===== src/shared/dipc_pkg.sv =====
// Package: offsets, field layouts and reset values of the identity and PLL register bank
`default_nettype none
package dipc_pkg;
    // ************************************************************
    // Register byte addresses (low 32 bits of the system map)
    // ************************************************************
    localparam logic [31:0] ADDR_SECONDARY_PLL   = 32'hFFFF_E100;
    localparam logic [31:0] ADDR_PRIMARY_ONE     = 32'hFFFF_FF70;
    localparam logic [31:0] ADDR_PRIMARY_TWO     = 32'hFFFF_FF74;
    localparam logic [31:0] ADDR_DIE_LOW         = 32'hFFFF_FF7C;
    localparam logic [31:0] ADDR_DIE_HIGH        = 32'hFFFF_FF80;
    localparam logic [31:0] ADDR_DEVICE_IDENTIFICATION       = 32'hFFFF_FF84;

    // ************************************************************
    // Reset values
    // ************************************************************
    localparam logic [31:0] PRIMARY_ONE_RESET    = 32'h2F02_5F00;
    localparam logic [31:0] PRIMARY_TWO_RESET    = 32'h7FC0_7200;
    localparam logic [31:0] SECONDARY_RESET      = 32'h0000_0307;

    // ************************************************************
    // Writable-bit masks; zero bits are reserved and read zero
    // ************************************************************
    localparam logic [31:0] PRIMARY_ONE_WMASK    = 32'hFFBF_FFFF;
    localparam logic [31:0] PRIMARY_TWO_WMASK    = 32'hFFDF_FFFF;
    localparam logic [31:0] SECONDARY_WMASK      = 32'h0080_0F07;

    // ************************************************************
    // Identification word field positions
    // ************************************************************
    localparam int ID_COPROC_BIT   = 31;
    localparam int ID_CONFIG_LSB   = 17;
    localparam int ID_PROCESS_LSB  = 13;
    localparam int ID_IOVOLT_BIT   = 12;
    localparam int ID_PARITY_BIT   = 11;
    localparam int ID_PROGPROT_LSB = 9;
    localparam int ID_RAMECC_BIT   = 8;
    localparam int ID_REVISION_LSB = 3;
    localparam logic [2:0] ID_FAMILY_PATTERN = 3'h5;
    localparam logic [3:0] PROCESS_LAST_LEGAL = 4'h3;
    localparam logic [1:0] PROGPROT_RESERVED  = 2'h3;

    // ************************************************************
    // Die identity field positions
    // ************************************************************
    localparam int DIE_LOT_LOW_LSB  = 22;
    localparam int DIE_WAFER_LSB    = 16;
    localparam int DIE_Y_LSB        = 8;
    localparam int DIE_LOT_LOW_W    = 10;
    localparam int DIE_LOT_HIGH_W   = 14;
endpackage : dipc_pkg
`default_nettype wire


===== src/shared/dipc_bus_if.sv =====
// Interface: internal register access strobes between decoder and register bank
`default_nettype none
interface dipc_bus_if;
    logic        wr_one;
    logic        wr_two;
    logic        wr_sec;
    logic        priv;
    logic [31:0] wdata;
    logic [31:0] one_q;
    logic [31:0] two_q;
    logic [31:0] sec_q;
    modport dec  (output wr_one, wr_two, wr_sec, priv, wdata, input one_q, two_q, sec_q);
    modport bank (input wr_one, wr_two, wr_sec, priv, wdata, output one_q, two_q, sec_q);
endinterface : dipc_bus_if
`default_nettype wire


===== src/hdl/dipc_pll_bank.sv =====
// PLL control register bank with privilege-gated field writes
`default_nettype none
module dipc_pll_bank
(
    input  wire logic       clk_in,
    input  wire logic       reset_in,
    dipc_bus_if.bank        bus
);
    // Masked update keeps reserved bits at zero
    function automatic logic [31:0] dipc_merge(input logic [31:0] old_v,
                                               input logic [31:0] new_v,
                                               input logic [31:0] mask);
        dipc_merge = (old_v & ~mask) | (new_v & mask);
    endfunction : dipc_merge

    logic [31:0] one_reg;
    logic [31:0] two_reg;
    logic [31:0] sec_reg;

    // Primary control one; user writes dropped
    always_ff @(posedge clk_in)
    begin
        if (reset_in)
            one_reg <= dipc_pkg::PRIMARY_ONE_RESET;
        else if (bus.wr_one && bus.priv)
            one_reg <= dipc_merge(one_reg, bus.wdata, dipc_pkg::PRIMARY_ONE_WMASK);
    end

    // Primary control two
    always_ff @(posedge clk_in)
    begin
        if (reset_in)
            two_reg <= dipc_pkg::PRIMARY_TWO_RESET;
        else if (bus.wr_two && bus.priv)
            two_reg <= dipc_merge(two_reg, bus.wdata, dipc_pkg::PRIMARY_TWO_WMASK);
    end

    // Secondary control; only oscillator halving, multiplier and divider are real
    always_ff @(posedge clk_in)
    begin
        if (reset_in)
            sec_reg <= dipc_pkg::SECONDARY_RESET;
        else if (bus.wr_sec && bus.priv)
            sec_reg <= dipc_merge(sec_reg, bus.wdata, dipc_pkg::SECONDARY_WMASK);
    end

    assign bus.one_q = one_reg;
    assign bus.two_q = two_reg;
    assign bus.sec_q = sec_reg;
endmodule : dipc_pll_bank
`default_nettype wire


===== src/hdl/dipc_id_word.sv =====
// Device identification word assembly from capability straps
`default_nettype none
module dipc_id_word
#(
    parameter logic        COPROC_PRESENT = 1'b1,
    parameter logic [13:0] CONFIG_NUMBER  = 14'h0001,   // Arbitrary value
    parameter logic [3:0]  PROCESS_CODE   = 4'h3,
    parameter logic        IO_FIVE_VOLT   = 1'b0,
    parameter logic        PERIPH_PARITY  = 1'b1,
    parameter logic [1:0]  PROG_PROTECT   = 2'h2,
    parameter logic        RAM_ECC        = 1'b1,
    parameter logic [4:0]  REVISION       = 5'h01       // Arbitrary value
)
(
    output logic [31:0]     id_out
);
    // Reserved encodings are forced to legal codes: process above 0011 to 0011, program protection 11 to 00
    logic [3:0] process_code;
    logic [1:0] prog_code;
    assign process_code = (PROCESS_CODE > dipc_pkg::PROCESS_LAST_LEGAL)
                          ? dipc_pkg::PROCESS_LAST_LEGAL : PROCESS_CODE;
    assign prog_code    = (PROG_PROTECT == dipc_pkg::PROGPROT_RESERVED)
                          ? 2'h0 : PROG_PROTECT;

    // Field packing
    always_comb
    begin
        id_out = 32'h0000_0000;
        id_out[dipc_pkg::ID_COPROC_BIT]                        = COPROC_PRESENT;
        id_out[dipc_pkg::ID_CONFIG_LSB +: 14]                  = CONFIG_NUMBER;
        id_out[dipc_pkg::ID_PROCESS_LSB +: 4]                  = process_code;
        id_out[dipc_pkg::ID_IOVOLT_BIT]                        = IO_FIVE_VOLT;
        id_out[dipc_pkg::ID_PARITY_BIT]                        = PERIPH_PARITY;
        id_out[dipc_pkg::ID_PROGPROT_LSB +: 2]                 = prog_code;
        id_out[dipc_pkg::ID_RAMECC_BIT]                        = RAM_ECC;
        id_out[dipc_pkg::ID_REVISION_LSB +: 5]                 = REVISION;
        id_out[2:0] = dipc_pkg::ID_FAMILY_PATTERN;
    end
endmodule : dipc_id_word
`default_nettype wire


===== src/hdl/dipc_regs.sv =====
// Top: identity and PLL configuration register bank on a plain register port
//
// Implementation choice: the plain strobed port.
`default_nettype none
// Overview of operation
// - Identification bit 31 shows whether the system coprocessor is present.
// - Identification bits 30:17 hold the die configuration number.
// - Bits 16:13 give process technology; codes above 0011 are reserved.
// - Bit 12 gives I/O voltage: 0 is 3.3 V, 1 is 5 V.
// - Bit 11 reads 1 when peripherals carry parity.
// - Bits 10:9 give program memory protection: none, parity, ECC, reserved.
// - Bit 8 reads 1 when RAM error correction exists.
// - Bits 7:3 hold the device revision.
// - Bits 2:0 always read binary 101.
// - Two read-only die registers form one per-unit 64-bit value.
// - Die low: lot low 10 bits, wafer, Y, X coordinates.
// - Die high: upper 14 lot bits in 13:0, rest reserved.
// - Primary control one resets to 0x2F025F00.
// - Primary control one fields as laid out; bit 22 reads zero.
// - Primary control two resets to 0x7FC07200.
// - Primary control two fields as laid out; bit 21 reads zero.
// - Secondary control: halving bit 23, multiplier 11:8, divider 2:0 resets 111.
module dipc_regs
#(
    parameter logic [23:0] DIE_LOT      = 24'h00_0001,
    parameter logic [5:0]  DIE_WAFER    = 6'h01,
    parameter logic [7:0]  DIE_X        = 8'h01,
    parameter logic [7:0]  DIE_Y        = 8'h01,
    parameter logic [4:0]  REVISION     = 5'h01
)
(
    input  wire logic        clk_in,
    input  wire logic        reset_in,
    input  wire logic [31:0] addr_in,
    input  wire logic [31:0] wdata_in,
    input  wire logic        wr_in,
    input  wire logic        rd_in,
    input  wire logic        priv_in,
    output logic      [31:0] rdata_out,
    output logic      [31:0] primary_one_out,
    output logic      [31:0] primary_two_out,
    output logic      [31:0] secondary_out
);
    // ************************************************************
    // Internal wiring
    // ************************************************************
    dipc_bus_if  bus ();
    logic [31:0] id_word;
    logic [31:0] die_low;
    logic [31:0] die_high;
    logic [31:0] rdata_next;

    // ************************************************************
    // Identity sources
    // ************************************************************
    dipc_id_word #(
        .REVISION (REVISION)
    ) u_id (
        .id_out   (id_word)
    );

    // Die value is fixed per unit, so it is a constant set at build time
    assign die_low  = {DIE_LOT[dipc_pkg::DIE_LOT_LOW_W-1:0], DIE_WAFER,
                       DIE_Y, DIE_X};
    assign die_high = {18'h0_0000,
                       DIE_LOT[23:dipc_pkg::DIE_LOT_LOW_W]};

    // ************************************************************
    // Write decode; die and identity words have no write path
    // ************************************************************
    assign bus.wr_one = wr_in && (addr_in == dipc_pkg::ADDR_PRIMARY_ONE);
    assign bus.wr_two = wr_in && (addr_in == dipc_pkg::ADDR_PRIMARY_TWO);
    assign bus.wr_sec = wr_in && (addr_in == dipc_pkg::ADDR_SECONDARY_PLL);
    assign bus.priv   = priv_in;
    assign bus.wdata  = wdata_in;

    dipc_pll_bank u_bank (
        .clk_in   (clk_in),
        .reset_in (reset_in),
        .bus      (bus)
    );

    // ************************************************************
    // Read mux; unmapped addresses read zero
    // ************************************************************
    always_comb
    begin
        unique case (addr_in)
            dipc_pkg::ADDR_PRIMARY_ONE:   rdata_next = bus.one_q;
            dipc_pkg::ADDR_PRIMARY_TWO:   rdata_next = bus.two_q;
            dipc_pkg::ADDR_SECONDARY_PLL: rdata_next = bus.sec_q;
            dipc_pkg::ADDR_DIE_LOW:       rdata_next = die_low;
            dipc_pkg::ADDR_DIE_HIGH:      rdata_next = die_high;
            dipc_pkg::ADDR_DEVICE_IDENTIFICATION:     rdata_next = id_word;
            default:                      rdata_next = 32'h0000_0000;
        endcase
    end

    // Read data registered; holds only in the cycle after the strobe
    always_ff @(posedge clk_in)
    begin
        if (reset_in || !rd_in)
            rdata_out <= 32'h0000_0000;
        else
            rdata_out <= rdata_next;
    end

    // PLL settings exported from flops for the clock generator
    always_ff @(posedge clk_in)
    begin
        if (reset_in)
        begin
            primary_one_out <= dipc_pkg::PRIMARY_ONE_RESET;
            primary_two_out <= dipc_pkg::PRIMARY_TWO_RESET;
            secondary_out   <= dipc_pkg::SECONDARY_RESET;
        end
        else
        begin
            primary_one_out <= bus.one_q;
            primary_two_out <= bus.two_q;   // Modulation legality left to software
            secondary_out   <= bus.sec_q;
        end
    end
endmodule : dipc_regs
`default_nettype wire


===== config.mk =====
export PLATFORM = sky130hd
export DESIGN_NAME = dipc_regs
export DESIGN_NICKNAME = d
export VERILOG_FILES = /design/src/shared/dipc_pkg.sv /design/src/shared/dipc_bus_if.sv /design/src/hdl/dipc_pll_bank.sv /design/src/hdl/dipc_id_word.sv /design/src/hdl/dipc_regs.sv
export SDC_FILE = /design/constraint.sdc
export NUM_CORES = 1
export LEC_CHECK = 0
export BUFFER_PORTS_ARGS = -buffer_cell sky130_fd_sc_hd__buf_2
export CAP_MARGIN = 30
export CORE_MARGIN = 10
export CORE_UTILIZATION = 45
export DETAILED_ROUTE_END_ITERATION = 7
export PLACE_DENSITY = 0.81
export RECOVER_POWER = 100
export SETUP_SLACK_MARGIN = 0.02
export SYNTH_ARGS = -nofsm -noshare
export SYNTH_HDL_FRONTEND = slang
export SYNTH_SLANG_ARGS = --single-unit
export TNS_END_PERCENT = 5

===== constraint.sdc =====
create_clock -name clk_in -period 2.5 [get_ports clk_in]
set_clock_uncertainty 0.1 [all_clocks]
set_input_delay 0.5 -clock clk_in [delete_from_list [all_inputs] [get_ports clk_in]]
set_output_delay 0.5 -clock clk_in [all_outputs]
set_load 0.02 [all_outputs]

=== Word-level counts from Yosys, hierarchy flattened ===
Cells that the tools add are included.

* Equality and inequality tests: 5
* Mux-type cells: 1
* Bitwise logic cells: 3
* Reduce and logical (&&, ||, !) cells: 8

{| class="wikitable"
|+ Operators with widths
! cell !! count
|-
| $eq A32 B32 Y1 const B || 5
|-
| $pmux W32 S5 || 1
|-
| $or A22 B32 Y32 || 1
|-
| $or A23 B32 Y32 || 1
|-
| $or A32 B24 Y32 || 1
|-
| $logic_and A1 B1 Y1 || 6
|-
| $logic_not A1 Y1 || 1
|-
| $logic_or A1 B1 Y1 || 1
|}

* Register bits: 224
* Bits of input ports: 69
* Output and inout port bits: 128
* Logic and storage cells: 24

=== Depth between registers and ports, before layout ===
* Depth after elaboration: 3
* Gate-level depth with buffers: 9
* Depth with buffers taken out: 5

=== Cells and area by module ===
Synthesis repeated with hierarchy kept, for this count alone.

* Cells, all modules: 765
* Area, all modules: 7,767.4 um^2

{| class="wikitable"
|+ Modules (own cells, without submodules)
! module !! instances !! cells an instance !! area an instance (um^2) !! seq. area each (um^2)
|-
| dipc_regs || 1 || 434 || 4,509.3 || 2,562.5
|-
| dipc_pll_bank || 1 || 297 || 3,010.4 || 1,401.3
|-
| dipc_id_word || 1 || 34 || 247.7 || 0.0
|}

=== Worst setup path before layout ===
No wires, ideal clock.

* Kind: input-to-reg
* Start: input port addr_in[3]
* End: register rdata_out[12]
* Setup time: 0.074 ns
* Arrival time: 1.885 ns
* Data required time: 2.326 ns
* Setup slack: 0.441 ns
* Stages: 7
* Path buffers: 2
* Path through: buf_6 > nor4_4 > nand4_1 > nor3_2 > o311ai_4 > buf_6 > nor3_2

* Cells in the longest elaborated chain, start to end: 2
* Elaborated cells on any way between the ends: 6
* Those cells by class: eq/ne: 5; mux: 1

{| class="wikitable"
|+ Ends and longest elaborated chain
! element !! line !! source
|-
| start, declared || dipc_regs.sv:34 || <nowiki>input wire logic [31:0] addr_in,</nowiki>
|-
| $eq A32 B32 Y1 || dipc_regs.sv:88 || <nowiki>unique case (addr_in)</nowiki>
|-
| $pmux W32 S5 * || dipc_regs.sv:88 ||
|-
| end signal, assigned || dipc_regs.sv:105 || <nowiki>rdata_out <= rdata_next;</nowiki>
|-
| end, declared || dipc_regs.sv:39 || <nowiki>output logic [31:0] rdata_out,</nowiki>
|}

Mark *: on every way between the ends. The rest lies on a longest branch, timed or not.
A chain may end at the register's enable or synchronous reset.

=== Worst setup path after layout ===
* Start: input port addr_in[3]
* End: register u_bank.one_reg[12] (netlist: u_bank.bus.one_q[12])

* Cells in the longest elaborated chain, start to end: 3

{| class="wikitable"
|+ Ends and longest elaborated chain
! element !! line !! source
|-
| $eq A32 B32 Y1 || dipc_regs.sv:71 || <nowiki>assign bus.wr_one = wr_in && (addr_in == dipc_pkg::ADDR_PRIMARY_ONE);</nowiki>
|-
| $logic_and A1 B1 Y1 || dipc_regs.sv:71 ||
|-
| $logic_and A1 B1 Y1 || dipc_pll_bank.sv:25 || <nowiki>else if (bus.wr_one && bus.priv)</nowiki>
|-
| end signal, assigned || dipc_pll_bank.sv:24 || <nowiki>one_reg <= dipc_pkg::PRIMARY_ONE_RESET;</nowiki>
|-
| end signal, assigned || dipc_pll_bank.sv:26 || <nowiki>one_reg <= dipc_merge(one_reg, bus.wdata, dipc_pkg::PRIMARY_ONE_WMASK);</nowiki>
|-
| end, declared || dipc_pll_bank.sv:16 || <nowiki>logic [31:0] one_reg;</nowiki>
|}

Every way passes these cells.

==> flow_metrics.tcl <==
set metrics [dict create \
    synth_fa_ha_area_share_pct 0 \
    synth_xor_area_share_pct 0 \
    synth_ff_type "dfxtp_1" \
    synth_area_per_cell_sq_um 9.85 \
    post_cts_resized 0 \
    synth_seq_area_share_pct 56.8 \
    dpl.cell_count 947 \
    dp_hpwl_um 12400 \
    fin_crit_ns 2.15 \
    port_buffers 170 \
    cts_tree "built" \
    synth_seq_cells 172 \
    end_kind "register" \
    final_cells 980 \
    drc 0 \
    first_pass_iters 5 \
    die_h_um 136 \
    ys_warn_count 0 \
    grt_pass1_wl_um 26400 \
    place_congestion 0.826 \
    grt_pass1_vias 5063 \
    min_path_type "in2reg" \
    syn_inst 616 \
    status "completed" \
    vdd_ir_drop_max_mv 0.433 \
    synth_top_family_by_area "simple AND/OR/NAND/NOR gates" \
    setup_viol 0 \
    dr_total_vias 4905 \
    finalPower_mw 5.72 \
    grtUsageTotal_pct 18.1 \
    cts_buffers 17 \
    crit_arrival_ns 2.39 \
    tns_ns 0 \
    fin_crit_sh_pct 85.8 \
    finalInstanceArea_sq_mm 0.00748 \
    grt_antenna_before_repair 1 \
    start_util_pct 45.8 \
    die_x_um 136 \
    dpl_cell_area_sq_mm 0.00708 \
    grt_overflow_total 0 \
    cp-start-kind "primary input" \
    cts_max_level 4 \
    hold_buffers 0 \
    clk_pin_slew_worst_paths_ns 0.06 \
    hold_viol 0 \
    die-area_sq_mm 0.0185 \
    critPathMaxFanout 17 \
    power.leakage_nw 2.83 \
    synth-edff-count 0 \
    grt_start_max_net_pins 114 \
    syn_area_sq_mm 0.00607 \
    fill_cells 1274 \
    synth_compound_area_share_pct 11.5 \
    powerDensity_mw_per_mm2 765 \
    final_cell_mix "dfxtp_1 (172), clkbuf_1 (106), buf_2 (66), nor2_1 (65), nand2_1 (45)" \
    wl_per_cell_um 17.2 \
    synth-simple-area-share_pct 25.1 \
    insertion_delay_ns 0.42 \
    synth.distinct_cells 48 \
    slew_headroom_pct 47.6 \
    cts_root_buffer "clkbuf_16" \
    core_area_sq_mm 0.0132 \
    io_pins 197 \
    num_rows 42 \
    slew_viol_final 0 \
    fmax_ghz 0.466 \
    drt_iter0_drc 495 \
    routed_wirelength_um 16900 \
    rsz0062_at_grt "no" \
    ant_nets 0 \
    fin_util_pct 56.5 \
    post-cts-setup-buffers 0 \
    path_class "in2reg" \
    yosys-mux-area-fraction_pct 0 \
    final_common_cell "dfxtp_1" \
    syn2layout_area_growth_pct 23.3 \
    crit_required_ns 2.75 \
    vias_per_cell 5.01 \
    drv_cap 0 \
    async_flop_share_pct 0 \
    cts_buffer_depth 2 \
    cts_sinks 172 \
    worst-slew-pin-transition_ns 0.780 \
    fin_nets 859 \
    drive_above_1_share_pct 19.9 \
]
-- metrics by stage --
stage,hold slack (ns),setup WS (ns)
global placement,0.314,0.145
finish,0.209,0.354
global route,0.219,0.188
detailed placement,0.321,0.136
CTS,0.196,0.586
floorplan,0.305,0.441
-- cells in the mapped netlist (2+ instances only) --
cell type | count | share of area [%]
dfxtp_1 | 172 | 57
nor2_1 | 65 | 4.0
nor2b_1 | 41 | 4.2
and3_1 | 2 | 0.21
a221oi_1 | 5 | 0.72
a21oi_2 | 3 | 0.43
a22oi_1 | 24 | 3.0
clkbuf_1 | 18 | 1.1
nand4_1 | 11 | 1.1
a22o_1 | 3 | 0.43
o21ai_0 | 23 | 1.9
nor3_2 | 11 | 1.8
buf_4 | 33 | 4.1
inv_1 | 2 | 0.12
nand3_2 | 2 | 0.33
and4_1 | 2 | 0.29
and2_1 | 3 | 0.31
buf_6 | 3 | 0.56
o21ai_1 | 18 | 1.5
nand3_1 | 2 | 0.16
a221o_1 | 3 | 0.49
buf_2 | 8 | 0.66
nand2_1 | 45 | 2.8
a21oi_1 | 21 | 1.7
nand3b_1 | 2 | 0.25
or2_2 | 31 | 3.2
nand2b_1 | 25 | 2.6
nor3_1 | 18 | 1.5
-- layout make-up --
| cell class | count | area [sq um] | share of cell area, % |
|---|---|---|---|
| Antenna cell | 1 | 2.50 | 0.0335 |
| Clock buffer | 22 | 474 | 6.34 |
| Clock inverter | 10 | 161 | 2.16 |
| Inverter | 2 | 7.51 | 0.100 |
| Multi-Input combinational cell | 404 | 2230 | 29.9 |
| Sequential cell | 172 | 3440 | 46.0 |
| Tap cell | 176 | 220 | 2.94 |
| Timing Repair Buffer | 193 | 936 | 12.5 |
-- critical path, cell delays in order --
cell	delay [ns]
clkbuf_1	0.21
nor4_4	0.40
and2_0	0.22
clkbuf_2	0.40
and4_1	0.25
buf_4	0.22
nor2_1	0.06
a21oi_1	0.12
-- per-layer routing --
metal / routed length (um) / global-route usage (%) / vias up
li1: - / - / 2385
met1: 7210 / 21.2 / 2276
met2: 7800 / 29.6 / 220
met3: 1540 / 7.23 / 24
met4: 303 / 5.98 / 0
met5: 0 / 0 / -
-- sequential cells by signal, indices dropped and copies added, names as in the netlist --
name and count:
primary_one_out 31, primary_two_out 31, rdata_out 32, secondary_out 8, u_bank.bus.one_q 31, u_bank.bus.sec_q 8
u_bank.bus.two_q 31
-- final timing paths --
| kind | cells after the start | end | slack [ns] | start |
|---|---|---|---|---|
| setup / recovery | 8 | u_bank.bus.one_q[12] | 0.35 | addr_in[3] |
| hold / removal | 3 | u_bank.bus.one_q[10] | 0.21 | wdata_in[10] |
| setup reg to reg | 3 | rdata_out[2] | 1.39 | u_bank.bus.two_q[2] |
| hold reg to reg | 2 | rdata_out[21] | 0.32 | u_bank.bus.one_q[21] |
-- cell families (layout without fill, tap and decap cells) --
group                  Yosys count  count (layout)
other                            1              27
AOI/OAI and AO/OA              107             107
DFF                            172             172
buffers and inverters           65             227
and+or+nand+nor                271             271
-- where the power goes --
part / switching [mW] / total, mW / internal, mW
registers: 0.0000000000752 / 2.74 / 2.74
logic: 0.127 / 0.192 / 0.0657
clock network: 1.04 / 2.79 / 1.75
(Power assumes the default switching activity.)
